===== config.mk =====
export PLATFORM = sky130hd
export DESIGN_NAME = trip_vote
export DESIGN_NICKNAME = d
export VERILOG_FILES = /design/src/hdl/trip_vote_pkg.sv /design/src/hdl/trip_vote.sv
export VERILOG_INCLUDE_DIRS = /design/src /design/src/hdl
export SDC_FILE = /design/constraint.sdc
export NUM_CORES = 1
export LEC_CHECK = 0
export BUFFER_PORTS_ARGS = -buffer_cell sky130_fd_sc_hd__buf_2
export CAP_MARGIN = 20
export CORE_UTILIZATION = 40
export DETAILED_ROUTE_END_ITERATION = 16
export PLACE_DENSITY = 0.66
export SETUP_SLACK_MARGIN = 0.5
export SYNTH_ARGS = -nofsm -noshare
export SYNTH_HDL_FRONTEND = slang
export SYNTH_SLANG_ARGS = --single-unit

===== constraint.sdc =====
create_clock -name i_sys_clk -period 3 [get_ports i_sys_clk]
set_clock_uncertainty 0.15 [all_clocks]
set_input_delay 0.3 -clock i_sys_clk [delete_from_list [all_inputs] [get_ports i_sys_clk]]
set_output_delay 0.3 -clock i_sys_clk [all_outputs]
set_load 0.02 [all_outputs]

===== src/hdl/trip_vote_consts.svh =====
// constants for the trip voting block
`ifndef TRIP_VOTE_CONSTS_SVH
`define TRIP_VOTE_CONSTS_SVH
`define TV_OFS_CTRL      12'h000
`define TV_OFS_STATUS    12'h004
`define TV_OFS_INPUTS    12'h008
`define TV_OFS_TROUBLE   12'h00c
`define TV_CTRL_RST      32'h00000000
`define TV_LAG_NS        50000
`define TV_LAG_CYC       ((`TV_LAG_NS + 4) / 5)
`define TV_LAG_W         14
`define TV_RESP_OKAY     2'b00
`define TV_RESP_SLVERR   2'b10
`endif


===== src/hdl/trip_vote_pkg.sv =====
// types for the trip voting block
package trip_vote_pkg;
  typedef enum logic [1:0] {
    BUS_IDLE = 2'b01,
    BUS_RESP = 2'b10
  } bus_state_t;
endpackage


===== src/hdl/trip_vote.sv =====
// trip voting, manual trip, trouble and nuclear range permissives
//
// The placing of the registers and the AXI4-Lite register port were decided locally.
`timescale 1ns/1ps
`include "trip_vote_consts.svh"
module trip_vote
  import trip_vote_pkg::*;
(
  input  wire logic        i_sys_clk,
  input  wire logic        i_arst_n,
  input  wire logic [15:0] i_sg_lowlow,
  input  wire logic [2:0]  i_etf_contact_n,
  input  wire logic [3:0]  i_stop_vlv_contact_n,
  input  wire logic        i_trip_pwr_ok,
  input  wire logic        i_si_actuate,
  input  wire logic [1:0]  i_man_trip,
  input  wire logic [17:0] i_trouble,
  input  wire logic [1:0]  i_ir_above,
  input  wire logic [3:0]  i_pr_above_p10,
  input  wire logic [3:0]  i_pr_above_p9,
  input  wire logic [1:0]  i_sr_block_sw,
  input  wire logic [1:0]  i_sr_reset_sw,
  input  wire logic [3:0]  i_range_block_sw,
  input  wire logic [11:0] s_axi_awaddr,
  input  wire logic        s_axi_awvalid,
  output logic             s_axi_awready,
  input  wire logic [31:0] s_axi_wdata,
  input  wire logic [3:0]  s_axi_wstrb,
  input  wire logic        s_axi_wvalid,
  output logic             s_axi_wready,
  output logic [1:0]       s_axi_bresp,
  output logic             s_axi_bvalid,
  input  wire logic        s_axi_bready,
  input  wire logic [11:0] s_axi_araddr,
  input  wire logic        s_axi_arvalid,
  output logic             s_axi_arready,
  output logic [31:0]      s_axi_rdata,
  output logic [1:0]       s_axi_rresp,
  output logic             s_axi_rvalid,
  input  wire logic        s_axi_rready,
  output logic [1:0]       o_uv_coil,
  output logic [1:0]       o_shunt_coil,
  output logic [1:0]       o_train_alarm,
  output logic             o_reactor_trip,
  output logic             o_p6,
  output logic             o_p10,
  output logic             o_sr_hv_on,
  output logic             o_sr_trip_active,
  output logic [1:0]       o_ir_trip_active,
  output logic [1:0]       o_prl_trip_active
);
  localparam int NIN = 45;
  // count of set bits, used by the level, fluid, p9 and p10 votes
  function automatic logic [4:0] ones(input logic [17:0] v);
    logic [4:0] n;
    n = 5'h00;
    for (int k = 0; k < 18; k++) begin
      n = n + {4'h0, v[k]};
    end
    return n;
  endfunction
  // two-stage synchroniser on every field input
  logic [NIN-1:0] meta_q;
  logic [NIN-1:0] sync_q;
  logic [NIN-1:0] raw;
  assign raw = {i_sg_lowlow, i_etf_contact_n, i_stop_vlv_contact_n,
                i_trip_pwr_ok, i_si_actuate, i_man_trip, i_ir_above,
                i_pr_above_p10, i_pr_above_p9, i_sr_block_sw,
                i_sr_reset_sw, i_range_block_sw};
  always_ff @(posedge i_sys_clk or negedge i_arst_n) begin
    if (!i_arst_n) begin
      meta_q <= '0;
      sync_q <= '0;
    end else begin
      meta_q <= raw;
      sync_q <= meta_q;
    end
  end
  logic [15:0] sg_s;
  logic [2:0]  etf_n_s;
  logic [3:0]  vlv_n_s;
  logic        pwr_ok_s;
  logic        si_s;
  logic [1:0]  man_s;
  logic [1:0]  ir_s;
  logic [3:0]  p10_s;
  logic [3:0]  p9_s;
  logic [1:0]  srblk_s;
  logic [1:0]  srrst_s;
  logic [3:0]  rblk_s;
  assign {sg_s, etf_n_s, vlv_n_s, pwr_ok_s, si_s, man_s, ir_s, p10_s,
          p9_s, srblk_s, srrst_s, rblk_s} = sync_q;

  // trouble inputs are synchronised separately, 9 per train
  logic [17:0] tr_meta_q;
  logic [17:0] tr_q;
  always_ff @(posedge i_sys_clk or negedge i_arst_n) begin
    if (!i_arst_n) begin
      tr_meta_q <= '0;
      tr_q      <= '0;
    end else begin
      tr_meta_q <= i_trouble;
      tr_q      <= tr_meta_q;
    end
  end

  // lag filter: a level bit must hold steadily before it votes
  logic [15:0]           sg_f_q;
  logic [`TV_LAG_W-1:0]  lag_cnt_q [16];
  localparam logic [`TV_LAG_W-1:0] LAG_MAX = `TV_LAG_W'(`TV_LAG_CYC);
  always_ff @(posedge i_sys_clk or negedge i_arst_n) begin
    if (!i_arst_n) begin
      sg_f_q <= '0;
      for (int k = 0; k < 16; k++) begin
        lag_cnt_q[k] <= '0;
      end
    end else begin
      for (int k = 0; k < 16; k++) begin
        if (sg_s[k] == sg_f_q[k]) begin
          lag_cnt_q[k] <= '0;
        end else if (lag_cnt_q[k] >= LAG_MAX - 1'b1) begin
          sg_f_q[k]    <= sg_s[k];
          lag_cnt_q[k] <= '0;
        end else begin
          lag_cnt_q[k] <= lag_cnt_q[k] + 1'b1;
        end
      end
    end
  end
  // software controls: bit0 forces a trip test
  logic [31:0] ctrl_q;
  logic sg_trip;
  always_comb begin
    sg_trip = 1'b0;
    for (int g = 0; g < 4; g++) begin
      if (ones({14'h0000, sg_f_q[4*g +: 4]}) >= 5'd2) begin
        sg_trip = 1'b1;
      end
    end
  end

  // turbine trip detect, open contact means tripped
  logic turb_trip;
  assign turb_trip = (ones({15'h0000, ~etf_n_s}) >= 5'd2) ||
                     (vlv_n_s == 4'h0);
  // p9 drops when three of four below
  logic p9;
  assign p9 = ones({14'h0000, ~p9_s}) < 5'd3;
  logic turb_rx_trip;
  assign turb_rx_trip = turb_trip && p9;

  logic [1:0] trouble;
  assign trouble = {|tr_q[17:9], |tr_q[8:0]};
  logic gw_trip;
  assign gw_trip = &trouble;

  assign o_p6  = |ir_s;
  logic p10_2oo4;
  logic p10_clear;
  assign p10_2oo4  = ones({14'h0000, p10_s}) >= 5'd2;
  assign p10_clear = ones({14'h0000, ~p10_s}) >= 5'd3;
  assign o_p10     = p10_2oo4;

  // source range block latch
  logic sr_blk_q;
  // manual reset between p6 and p10
  always_ff @(posedge i_sys_clk or negedge i_arst_n) begin
    if (!i_arst_n) begin
      sr_blk_q <= 1'b0;
    end else if (!o_p6) begin
      sr_blk_q <= 1'b0;
    end else if (p10_2oo4) begin
      sr_blk_q <= 1'b1;
    end else if (|srrst_s) begin
      sr_blk_q <= 1'b0;
    end else if (|srblk_s) begin
      sr_blk_q <= 1'b1;
    end
  end
  assign o_sr_hv_on       = !sr_blk_q;
  assign o_sr_trip_active = !sr_blk_q;

  // ir and low pr blocks, one switch each per train
  logic [3:0] rng_blk_q;
  always_ff @(posedge i_sys_clk or negedge i_arst_n) begin
    if (!i_arst_n) begin
      rng_blk_q <= 4'h0;
    end else begin
      for (int k = 0; k < 4; k++) begin
        if (p10_clear) begin
          rng_blk_q[k] <= 1'b0;
        end else if (p10_2oo4 && rblk_s[k]) begin
          rng_blk_q[k] <= 1'b1;
        end
      end
    end
  end
  assign o_ir_trip_active  = ~rng_blk_q[1:0];
  assign o_prl_trip_active = ~rng_blk_q[3:2];

  // loss of trip power demands trip
  logic auto_trip;
  assign auto_trip = sg_trip || turb_rx_trip || si_s || gw_trip ||
                     !pwr_ok_s || ctrl_q[0];

  // breaker coil drives, registered
  logic manual;
  assign manual = |man_s;
  // drop uv and fire shunt together
  always_ff @(posedge i_sys_clk or negedge i_arst_n) begin
    if (!i_arst_n) begin
      o_uv_coil      <= 2'b00;
      o_shunt_coil   <= 2'b11;
      o_reactor_trip <= 1'b1;
    end else begin
      o_uv_coil      <= {2{!(manual || auto_trip)}};
      o_shunt_coil   <= {2{manual || auto_trip}};
      o_reactor_trip <= manual || auto_trip;
    end
  end

  // alarm lamps, registered
  always_ff @(posedge i_sys_clk or negedge i_arst_n) begin
    if (!i_arst_n) begin
      o_train_alarm <= 2'b00;
    end else begin
      o_train_alarm <= trouble;
    end
  end

  // axi4-lite write side
  logic aw_h_q;
  logic w_h_q;
  logic [11:0] aw_a_q;
  logic [31:0] w_d_q;
  logic [3:0]  w_s_q;
  assign s_axi_awready = !aw_h_q && !s_axi_bvalid;
  assign s_axi_wready  = !w_h_q && !s_axi_bvalid;
  logic [11:0] wa;
  logic [31:0] wd;
  logic [3:0]  ws;
  logic        wgo;
  assign wa  = aw_h_q ? aw_a_q : s_axi_awaddr;
  assign wd  = w_h_q ? w_d_q : s_axi_wdata;
  assign ws  = w_h_q ? w_s_q : s_axi_wstrb;
  assign wgo = (aw_h_q || (s_axi_awvalid && s_axi_awready)) &&
               (w_h_q || (s_axi_wvalid && s_axi_wready));
  always_ff @(posedge i_sys_clk or negedge i_arst_n) begin
    if (!i_arst_n) begin
      aw_h_q       <= 1'b0;
      w_h_q        <= 1'b0;
      aw_a_q       <= 12'h000;
      w_d_q        <= 32'h00000000;
      w_s_q        <= 4'h0;
      s_axi_bvalid <= 1'b0;
      s_axi_bresp  <= `TV_RESP_OKAY;
      ctrl_q       <= `TV_CTRL_RST;
    end else begin
      if (s_axi_bvalid && s_axi_bready) begin
        s_axi_bvalid <= 1'b0;
      end
      if (wgo) begin
        aw_h_q       <= 1'b0;
        w_h_q        <= 1'b0;
        s_axi_bvalid <= 1'b1;
        s_axi_bresp  <= (wa[11:2] == `TV_OFS_CTRL >> 2) ?
                        `TV_RESP_OKAY : `TV_RESP_SLVERR;
        if (wa[11:2] == `TV_OFS_CTRL >> 2) begin
          for (int b = 0; b < 4; b++) begin
            if (ws[b]) begin
              ctrl_q[8*b +: 8] <= wd[8*b +: 8];
            end
          end
        end
      end else begin
        if (s_axi_awvalid && s_axi_awready) begin
          aw_h_q <= 1'b1;
          aw_a_q <= s_axi_awaddr;
        end
        if (s_axi_wvalid && s_axi_wready) begin
          w_h_q <= 1'b1;
          w_d_q <= s_axi_wdata;
          w_s_q <= s_axi_wstrb;
        end
      end
    end
  end

  // axi4-lite read side
  bus_state_t rd_q;
  assign s_axi_arready = (rd_q == BUS_IDLE);
  assign s_axi_rvalid  = (rd_q == BUS_RESP);
  always_ff @(posedge i_sys_clk or negedge i_arst_n) begin
    if (!i_arst_n) begin
      rd_q        <= BUS_IDLE;
      s_axi_rdata <= 32'h00000000;
      s_axi_rresp <= `TV_RESP_OKAY;
    end else begin
      case (rd_q)
        BUS_IDLE: begin
          if (s_axi_arvalid) begin
            rd_q        <= BUS_RESP;
            s_axi_rresp <= `TV_RESP_OKAY;
            case (s_axi_araddr[11:2])
              `TV_OFS_CTRL >> 2:    s_axi_rdata <= ctrl_q;
              `TV_OFS_STATUS >> 2:  s_axi_rdata <= {19'h00000,
                rng_blk_q, sr_blk_q, o_p10, o_p6, p9, trouble,
                turb_trip, sg_trip, o_reactor_trip};
              `TV_OFS_INPUTS >> 2:  s_axi_rdata <= {16'h0000, sg_f_q};
              `TV_OFS_TROUBLE >> 2: s_axi_rdata <= {14'h0000, tr_q};
              default: begin
                s_axi_rdata <= 32'h00000000;
                s_axi_rresp <= `TV_RESP_SLVERR;
              end
            endcase
          end
        end
        BUS_RESP: begin
          if (s_axi_rready) begin
            rd_q <= BUS_IDLE;
          end
        end
        default: rd_q <= BUS_IDLE;
      endcase
    end
  end
endmodule


==> results of run 1 <==
worst max-delay path: stages:
cell and delay (ns):
dlygate4sd3_1 0.55, buf_2 0.13, nor4_1 0.46, nand3_2 0.36, a211oi_4 0.56, mux2_2 0.39
what timing repair did:
item,4_1_cts,5_1_grt
gates cloned,0,0
hold buffers,114,0
setup endpoints to repair,9,17
pin swaps,2,2
hold endpoints to repair,210,0
buffers inserted,2,2
gates resized for setup,2,1
layout make-up:
class                           instances  area [um^2]  area share (%)
Antenna cell                            2        5.005         0.01955
Clock buffer                           73         1489           5.817
Clock inverter                         19        178.9          0.6990
Inverter                               68        255.2          0.9972
Multi-Input combinational cell       1106         7961           31.10
Sequential cell                       492        12320           48.12
Tap cell                              680        850.8           3.324
Timing Repair Buffer                  342         2540           9.923
path summary, 6_finish.rpt:
kind	to	from	depth (start not counted)
setup / recovery	ctrl_q[27]	s_axi_awaddr[6]	6
hold / removal	s_axi_rdata[16]	s_axi_araddr[11]	4
setup reg to reg	s_axi_rdata[5]	sync_q[8]	7
hold reg to reg	sync_q[6]	meta_q[6]	0
max in group asynchronous	o_reactor_trip	i_arst_n	3
min in group asynchronous	lag_cnt_q[21]	i_arst_n	2
registers in the layout, summed over array words and instances, names as in the netlist:
signal,cells
sr_blk_q,1
meta_q,45
tr_meta_q,18
o_uv_coil,1
rd_q,2
rng_blk_q,4
tr_q,18
lag_cnt_q,224
o_reactor_trip,1
s_axi_bresp,1
w_h_q,1
sg_f_q,16
w_s_q,4
ctrl_q,32
o_train_alarm,2
s_axi_rresp,1
s_axi_bvalid,1
aw_h_q,1
s_axi_rdata,32
sync_q,45
aw_a_q,10
w_d_q,32
metal layers:
layer,share of wire (%),routed length [um]
met5,0.079,37
met2,48,22340
met3,5.1,2390
met1,45,21260
met4,1.8,853
cell families after synthesis:
logic type | synth area share (%)
other | 0.01806
DFF | 59.32
and+or+nand+nor | 15.68
muxes | 8.365
AOI/OAI and AO/OA | 3.803
buffers and inverters | 2.453
xor gates and xnor gates | 8.522
adders and majority gates | 1.844
layout by cell type, fill, tap and decap left out, types with 39 or more instances in the layout:
master         count
buf_4             39
nand3_1           97
dfrtp_1          489
nor3_1           281
nand4_1           45
xnor2_1          171
dlygate4sd3_1    114
nor4_1            49
clkbuf_16         51
mux2_2           124
inv_1             68
nand2_1           57
nor2_1            58
buf_2            178
metrics by stage:
step | hold slack, ns | util, %
floorplan | -0.1456 | -
global placement | 0.1814 | 44.25
detailed placement | 0.1847 | 44.25
CTS | 0.002995 | 49.80
global route | 0.03183 | 49.89
finish | 0.02804 | 49.89
report_power, final:
part	switching [mW]	internal, mW
sequential	0.395	7.20
clock	2.59	3.69
combinational	0.839	0.916
==> results.sh, run 1 <==
export IMPL_outcome="finished, final reports clean"
export IMPL_r2r_setup_slack_ns=0.59
export IMPL_dp_cells=2570
export IMPL_syn_avg_cell_area_um2=12.05
export IMPL_synth_top_area_cell="dfrtp_1"
export IMPL_fin_crit_ns=2.435
export IMPL_grtUsageMet1_pct=24.26
export IMPL_area_growth_pct=23.29
export IMPL_timing_max_cap_violations=0
export IMPL_die_x_um=229.8
export IMPL_drtIter0Drc=829
export IMPL_ys_seq_area_share_pct=59.32
export IMPL_total_power_mw=15.63
export IMPL_synthTopCellsByArea="dfrtp_1 (59%), xnor2_1 (7.2%), nor3_1 (6.8%), mux2_2 (6.7%), nand3_1 (2.3%)"
export IMPL_clock_tree_root_cell="clkbuf_16"
export IMPL_rows=83
export IMPL_drive_gt1_share_pct=22.10
export IMPL_path_class="input pin to flip-flop"
export IMPL_nNetsFinal=2218
export IMPL_rsz0062_at_grt="yes"
export IMPL_startpoint_type="input pin"
export IMPL_pin_count=186
export IMPL_num_fill_cells=4447
export IMPL_tightest_slew_ns=0.7015
export IMPL_synth_area_mm2=0.02076
export IMPL_ys_ff_latch=492
export IMPL_slew_headroom_pct=53.06
export IMPL_p_leak_nw=10.73
export IMPL_period_share_pct=81.18
export IMPL_path_max_fanout=8
export IMPL_ctsLongestPathBuffers=3
export IMPL_place_area_mm2=0.02270
export IMPL_track_usage_pct=18.08
export IMPL_die_y_um=229.8
export IMPL_clkTransAtPathRegs_ns=0.06
export IMPL_drt_wl_total_um=46880
export IMPL_grt_pass1_wl_um=77120
export IMPL_cts_sinks=492
export IMPL_setup_viol=0
export IMPL_dieArea_mm2=0.05281
export IMPL_synth_ff_type="dfrtp_1"
export IMPL_postSynth_asyncResetShare_pct=100.0
export IMPL_netlist_area_leader_share_pct=59.06
export IMPL_cts_tree="done"
export IMPL_vias_per_cell=5.176
export IMPL_drv_slew=0
export IMPL_postRouteAntennaNets=0
export IMPL_report_final_hold_viol_count=0
export IMPL_grt_use_met3_pct=3.894
export IMPL_synthCells=1723
export IMPL_cp_arrival_ns=2.76
export IMPL_fin_ws_ns=0.5647
export IMPL_cts_buffers=51
export IMPL_finalInstanceArea_mm2=0.02560
export IMPL_vias=14400
export IMPL_dpl_hpwl_um=31780
export IMPL_final_cell_count_no_fill=2782
export IMPL_overflow=0
export IMPL_synth_distinct_cells=54
export IMPL_core_mm2=0.05130
export IMPL_post_place_ws_ns=0.4617
export IMPL_antenna_found_initial=5
export IMPL_post_synth_top_count_cell="dfrtp_1"
export IMPL_yosysWarningCount=0
export IMPL_power_density_mw_per_mm2=610.7
export IMPL_clock_fmax_mhz=410.6
export IMPL_irDropWorstVdd_v=0.0004431
export IMPL_synthTopCellsByCount="dfrtp_1 (490), nor3_1 (281), xnor2_1 (171)"
export IMPL_gr_max_usage_layer="met2"
export IMPL_worstSetupEndpointType="flip-flop"
export IMPL_portBuffers=179
export IMPL_fin_tns_setup_ns=0
export IMPL_grt_pass1_vias=14670
export IMPL_h_tree_depth=2
export IMPL_cp_data_required_time_ns=3.32
export IMPL_start_util_pct=40.47
export IMPL_wire_per_inst_um=16.85
export IMPL_drc=0
export IMPL_synth_edf_count=0
export IMPL_globalplace_congestion=0.8338
export IMPL_clk_latency_ns=0.59
export IMPL_grt_max_degree=76
export IMPL_hold_path_class="input pin to flip-flop"
export IMPL_first_pass_iters=5
export IMPL_use_met2_pct=29.93
No activity file was read; power rests on OpenSTA's default activity.
==> run 2, diff against run 1 <==
==> constraint.sdc (replaced) <==
create_clock -name i_sys_clk -period 2.51 [get_ports i_sys_clk]
set_clock_uncertainty 0.15 [all_clocks]
set_input_delay 0.251 -clock i_sys_clk [delete_from_list [all_inputs] [get_ports i_sys_clk]]
set_output_delay 0.251 -clock i_sys_clk [all_outputs]
set_load 0.02 [all_outputs]
==> run 2 against run 1 <==
Effect of this change:
- wire length rose by 2.7%
- global-route usage rose by 0.26 points
- via count rose by 1.5%
- hold slack got worse by 0.020 ns
- die area did not move
- cell count rose by 1.4%
- combinational power rose by 32%
- setup slack got worse by 0.39 ns
- first-iteration DRC count rose by 10%
- critical path depth rose by 1
==> results.sh, run 2 (synthesized netlist as in run 1, its figures left out) <==
export IMPL_irDropWorstVdd_v=0.0006242
export IMPL_regMostFlops="lag_cnt_q"
export IMPL_grt_max_degree=81
export IMPL_dieArea_mm2=0.05281
export IMPL_intPower_mw=14.96
export IMPL_die_x_um=229.8
export IMPL_drtIter0Drc=915
export IMPL_dpl_hpwl_um=32250
export IMPL_grt_pass1_vias=14970
export IMPL_power_switching_mw=4.752
export IMPL_nNetsFinal=2253
export IMPL_fin_tns_setup_ns=0
export IMPL_portBuffers=179
export IMPL_slew_headroom_pct=55.45
export IMPL_hold_path_class="input pin to asynchronous set/reset pin"
export IMPL_worstPathCellList="fa_1, inv_1, ha_2, ha_4, a21oi_2, mux4_2, a22o_1"
export IMPL_slowest_stage="fa_1"
export IMPL_clock_tree_root_cell="clkbuf_16"
export IMPL_start_util_pct=40.47
export IMPL_worstSetupEndpointType="flip-flop"
export IMPL_ctsLongestPathBuffers=3
export IMPL_final_cell_count_no_fill=2821
export IMPL_cp_data_required_time_ns=2.83
export IMPL_p_leak_nw=11.06
export IMPL_setup_viol=0
export IMPL_layout_commonest_cell="dfrtp_1"
export IMPL_total_power_mw=19.71
export IMPL_critPathLaunch="sync_q[11]"
export IMPL_postRouteAntennaNets=0
export IMPL_clk_latency_ns=0.60
export IMPL_antenna_found_initial=3
export IMPL_vias=14610
export IMPL_post_place_ws_ns=0.1730
export IMPL_die_y_um=229.8
export IMPL_overflow=0
export IMPL_period_share_pct=92.98
export IMPL_drt_wl_total_um=48140
export IMPL_timing_max_cap_violations=0
export IMPL_final_util_pct=51.44
export IMPL_wire_per_inst_um=17.07
export IMPL_cts_buffers=52
export IMPL_finalInstanceArea_mm2=0.02639
export IMPL_track_usage_pct=18.34
export IMPL_outcome="finished, final reports clean"
export IMPL_cp_arrival_ns=2.66
export IMPL_cts_tree="done"
export IMPL_timing_rr_start="sync_q[11]"
export IMPL_vias_per_cell=5.180
export IMPL_whs_ns=0.008245
export IMPL_clkTransAtPathRegs_ns=0.06
export IMPL_clock_fmax_mhz=428.5
export IMPL_report_final_hold_viol_count=0
export IMPL_top_regs="lag_cnt_q (224), meta_q (45), sync_q (45)"
export IMPL_dp_cells=2578
export IMPL_pin_count=186
export IMPL_area_growth_pct=27.12
export IMPL_power_share_combinational_pct=11.8
export IMPL_core_mm2=0.05130
export IMPL_fin_ws_ns=0.1763
export IMPL_place_area_mm2=0.02279
export IMPL_path_class="flip-flop to flip-flop"
export IMPL_drv_slew=0
export IMPL_tightest_slew_ns=0.6682
export IMPL_cts_sinks=492
export IMPL_power_density_mw_per_mm2=747.1
export IMPL_p_clk_share_pct=42.3
export IMPL_largest_register_ffs=224
export IMPL_netSwitchingFraction_pct=24.10
export IMPL_drc=0
export IMPL_final_cell_mix="dfrtp_1 (485), nor3_1 (280), buf_2 (177)"
export IMPL_fin_crit_ns=2.334
export IMPL_globalplace_congestion=0.8417
export IMPL_drive_gt1_share_pct=24.95
export IMPL_path_max_fanout=2
export IMPL_cpPeakStageDelay_ns=0.54
export IMPL_rows=83
export IMPL_grt_pass1_wl_um=77910
export IMPL_seqPwrFrac_pct=45.9
export IMPL_rsz0062_at_grt="yes"
export IMPL_startpoint_type="flip-flop"
export IMPL_h_tree_depth=2
export IMPL_first_pass_iters=5
run 2: repair_timing:
item                       in CTS  in global routing
pin swaps                       9                 16
hold buffers                  118                  0
setup endpoints to repair      40                 91
resized for setup              30                 43
buffers inserted               12                 13
gates cloned                    0                  1
hold endpoints to repair      638                  0
run 2: critical path: cells and delay by family (launching register included):
family	cells	cell delay [ns]
compound gates	2	0.24
fa+ha+maj	3	0.97
buf+inv	1	0.05
flops	1	0.38
mux	1	0.44
run 2: per-layer routing:
layer,track usage [%],routed length [um]
met4,7.036,1609
met5,0,27
met3,3.559,2600
met2,29.98,22680
met1,24.13,21230
run 2: final timing paths:
check | endpoint | slack [ns] | depth (start not counted)
hold reg to reg | sync_q[44] | 0.19 | 0
hold / removal | aw_a_q[9] | 0.008 | 2
setup reg to reg | s_axi_rdata[5] | 0.18 | 7
max in group asynchronous | w_d_q[28] | 1.28 | 3
min in group i_sys_clk | s_axi_rdata[1] | 0.01 | 5
setup / recovery | s_axi_rdata[5] | 0.18 | 7
run 2: power by group through the flow:
| stage | clock network, mW | registers, mW | logic, mW |
|---|---|---|---|
| global placement | 0 | 9.13 | 1.93 |
| CTS | 8.55 | 9.03 | 2.27 |
| global route | 8.85 | 9.13 | 2.54 |
| floorplan | 0 | 9.02 | 1.35 |
| finish | 8.33 | 9.05 | 2.33 |
| detailed placement | 0 | 9.18 | 2.00 |
run 2: area by class of cell:
cell class / instances / area, um^2
Clock buffer: 68 / 1493
Antenna cell: 1 / 2.502
Tap cell: 680 / 850.8
Fill cell: 4372 / 24910
Multi-Input combinational cell: 1106 / 8209
Sequential cell: 492 / 12320
Inverter: 68 / 255.2
Timing Repair Buffer: 376 / 2854
Clock inverter: 30 / 401.6
==> run 3, diff against run 2 <==
--- a/config.mk
+++ b/config.mk
@@ -10,7 +10,6 @@
 export CAP_MARGIN = 20
 export CORE_UTILIZATION = 40
 export DETAILED_ROUTE_END_ITERATION = 16
-export PLACE_DENSITY = 0.66
 export SETUP_SLACK_MARGIN = 0.5
 export SYNTH_ARGS = -nofsm -noshare
 export SYNTH_HDL_FRONTEND = slang
==> run 3 against run 2 <==
Effect of this change:
- wire length shrank 3.1%
- clock power shrank 3.1%
- critical path depth is the same
- total power shrank 1.9%
- non-clock buffer count is the same
- die area is the same
- global-route usage shrank 0.11 points
- register-to-register slack gained 0.02 ns
- critical endpoint unchanged
==> results.sh, run 3 (synthesized netlist as in run 1, its figures left out) <==
export IMPL_vias=14360
export IMPL_cts_tree="done"
export IMPL_track_usage_pct=18.23
export IMPL_rsz0062_at_grt="yes"
export IMPL_power_switching_mw=4.634
export IMPL_nNetsFinal=2254
export IMPL_die_y_um=229.8
export IMPL_area_growth_pct=26.57
export IMPL_netSwitchingFraction_pct=23.95
export IMPL_grt_pass1_wl_um=77670
export IMPL_clock_fmax_mhz=432.4
export IMPL_cts_sinks=492
export IMPL_first_pass_iters=4
export IMPL_dieArea_mm2=0.05281
export IMPL_globalplace_congestion=0.8430
export IMPL_clk_latency_ns=0.60
export IMPL_cp_data_required_time_ns=2.84
export IMPL_drive_gt1_share_pct=24.49
export IMPL_period_share_pct=92.14
export IMPL_finalInstanceArea_mm2=0.02628
export IMPL_ctsLongestPathBuffers=3
export IMPL_overflow=0
export IMPL_startpoint_type="flip-flop"
export IMPL_drc=0
export IMPL_cts_buffers=53
export IMPL_layout_commonest_cell="dfrtp_1"
export IMPL_p_clk_share_pct=41.7
export IMPL_regMostFlops="lag_cnt_q"
export IMPL_cp_arrival_ns=2.64
export IMPL_seqPwrFrac_pct=46.8
export IMPL_place_area_mm2=0.02291
export IMPL_core_mm2=0.05130
export IMPL_worstSetupEndpointType="flip-flop"
export IMPL_rows=83
export IMPL_path_max_fanout=2
export IMPL_top_regs="lag_cnt_q (224), meta_q (45), sync_q (45)"
export IMPL_grt_max_degree=68
export IMPL_portBuffers=179
export IMPL_antenna_found_initial=4
export IMPL_wire_per_inst_um=16.54
export IMPL_postRouteAntennaNets=0
export IMPL_outcome="finished, final reports clean"
export IMPL_clock_tree_root_cell="clkbuf_16"
export IMPL_irDropWorstVdd_v=0.0005381
export IMPL_clkTransAtPathRegs_ns=0.06
export IMPL_die_x_um=229.8
export IMPL_power_density_mw_per_mm2=736.4
export IMPL_intPower_mw=14.71
export IMPL_slew_headroom_pct=56.62
export IMPL_final_cell_count_no_fill=2819
export IMPL_vias_per_cell=5.094
export IMPL_p_leak_nw=11.03
export IMPL_fin_crit_ns=2.313
export IMPL_timing_max_cap_violations=0
export IMPL_largest_register_ffs=224
export IMPL_h_tree_depth=2
export IMPL_drv_slew=0
export IMPL_pin_count=186
export IMPL_dp_cells=2587
export IMPL_start_util_pct=40.47
export IMPL_hold_path_class="input pin to flip-flop"
export IMPL_dpl_hpwl_um=31470
export IMPL_drt_wl_total_um=46630
export IMPL_final_cell_mix="dfrtp_1 (488), nor3_1 (276), buf_2 (177)"
export IMPL_whs_ns=0.07676
export IMPL_drtIter0Drc=728
export IMPL_final_util_pct=51.22
export IMPL_setup_viol=0
export IMPL_grt_pass1_vias=14620
export IMPL_fin_tns_setup_ns=0
export IMPL_tightest_slew_ns=0.6508
export IMPL_power_share_combinational_pct=11.5
export IMPL_report_final_hold_viol_count=0
export IMPL_path_class="flip-flop to flip-flop"
[run 3: cell types whose count changed in the layout (fill, tap and decap cells not counted), sizes merged]
| cell | previous run | this run |
|---|---|---|
| clkbuf | 68 | 70 |
| bufinv | 9 | 7 |
| clkinv | 13 | 12 |
| clkinvlp | 6 | 3 |
| diode | 1 | 3 |
[run 3: per-stage QoR]
stage / setup slack (ns) / power (mW)
after global routing: 0.1269 / 20.22
after detailed placement: 0.1748 / 11.18
after CTS: 0.1452 / 19.59
after global placement: 0.1880 / 11.09
final: 0.1972 / 19.35
after floorplan: 0.2400 / 10.37
[run 3: per-layer routing]
metal / part of all wire, % / vias up / track usage [%]
li1: - / 6905 / -
met1: 46 / 7113 / 25.11
met2: 46 / 271 / 28.37
met3: 5.3 / 66 / 3.956
met4: 2.6 / 4 / 6.519
met5: 0.049 / - / 0
[run 3: cell type report]
| cell class | instances | area (um^2) |
|---|---|---|
| Multi-Input combinational cell | 1106 | 8187 |
| Clock inverter | 24 | 314.1 |
| Clock buffer | 70 | 1503 |
| Sequential cell | 492 | 12320 |
| Tap cell | 680 | 850.8 |
| Timing Repair Buffer | 376 | 2839 |
| Inverter | 68 | 255.2 |
| Antenna cell | 3 | 7.507 |
| Fill cell | 4477 | 25030 |
[run 3: worst max-delay path: stages, from the launching register on]
cell     delay [ns]
dfrtp_1        0.38
fa_1           0.55
inv_2          0.05
ha_4           0.15
ha_4           0.25
a21oi_2        0.05
mux4_2         0.44
a22o_1         0.19
[run 3: final timing paths]
check | cells past startpoint | startpoint | slack (ns) | end
setup / recovery | 7 | sync_q[8] | 0.20 | s_axi_rdata[5]
min in group asynchronous | 2 | i_arst_n | 0.10 | ctrl_q[8]
hold / removal | 5 | s_axi_araddr[11] | 0.08 | s_axi_rdata[13]
hold reg to reg | 0 | meta_q[25] | 0.20 | sync_q[25]
max in group asynchronous | 3 | i_arst_n | 1.30 | rd_q[0]
setup reg to reg | 7 | sync_q[8] | 0.20 | s_axi_rdata[5]
[run 3: what timing repair did]
| action | CTS | global route |
|---|---|---|
| pin swaps | 8 | 11 |
| hold endpoints to repair | 640 | 0 |
| endpoints found under the setup margin | 49 | 82 |
| setup buffers | 4 | 13 |
| hold buffers | 118 | 0 |
| gates resized for setup | 39 | 21 |
[run 3: power by group through the flow]
| stage | sequential (mW) | clock, mW | combinational [mW] |
|---|---|---|---|
| floorplan | 9.02 | 0 | 1.35 |
| CTS | 9.06 | 8.31 | 2.22 |
| detailed placement | 9.19 | 0 | 1.99 |
| global route | 9.16 | 8.62 | 2.44 |
| finish | 9.06 | 8.07 | 2.22 |
| global placement | 9.15 | 0 | 1.94 |
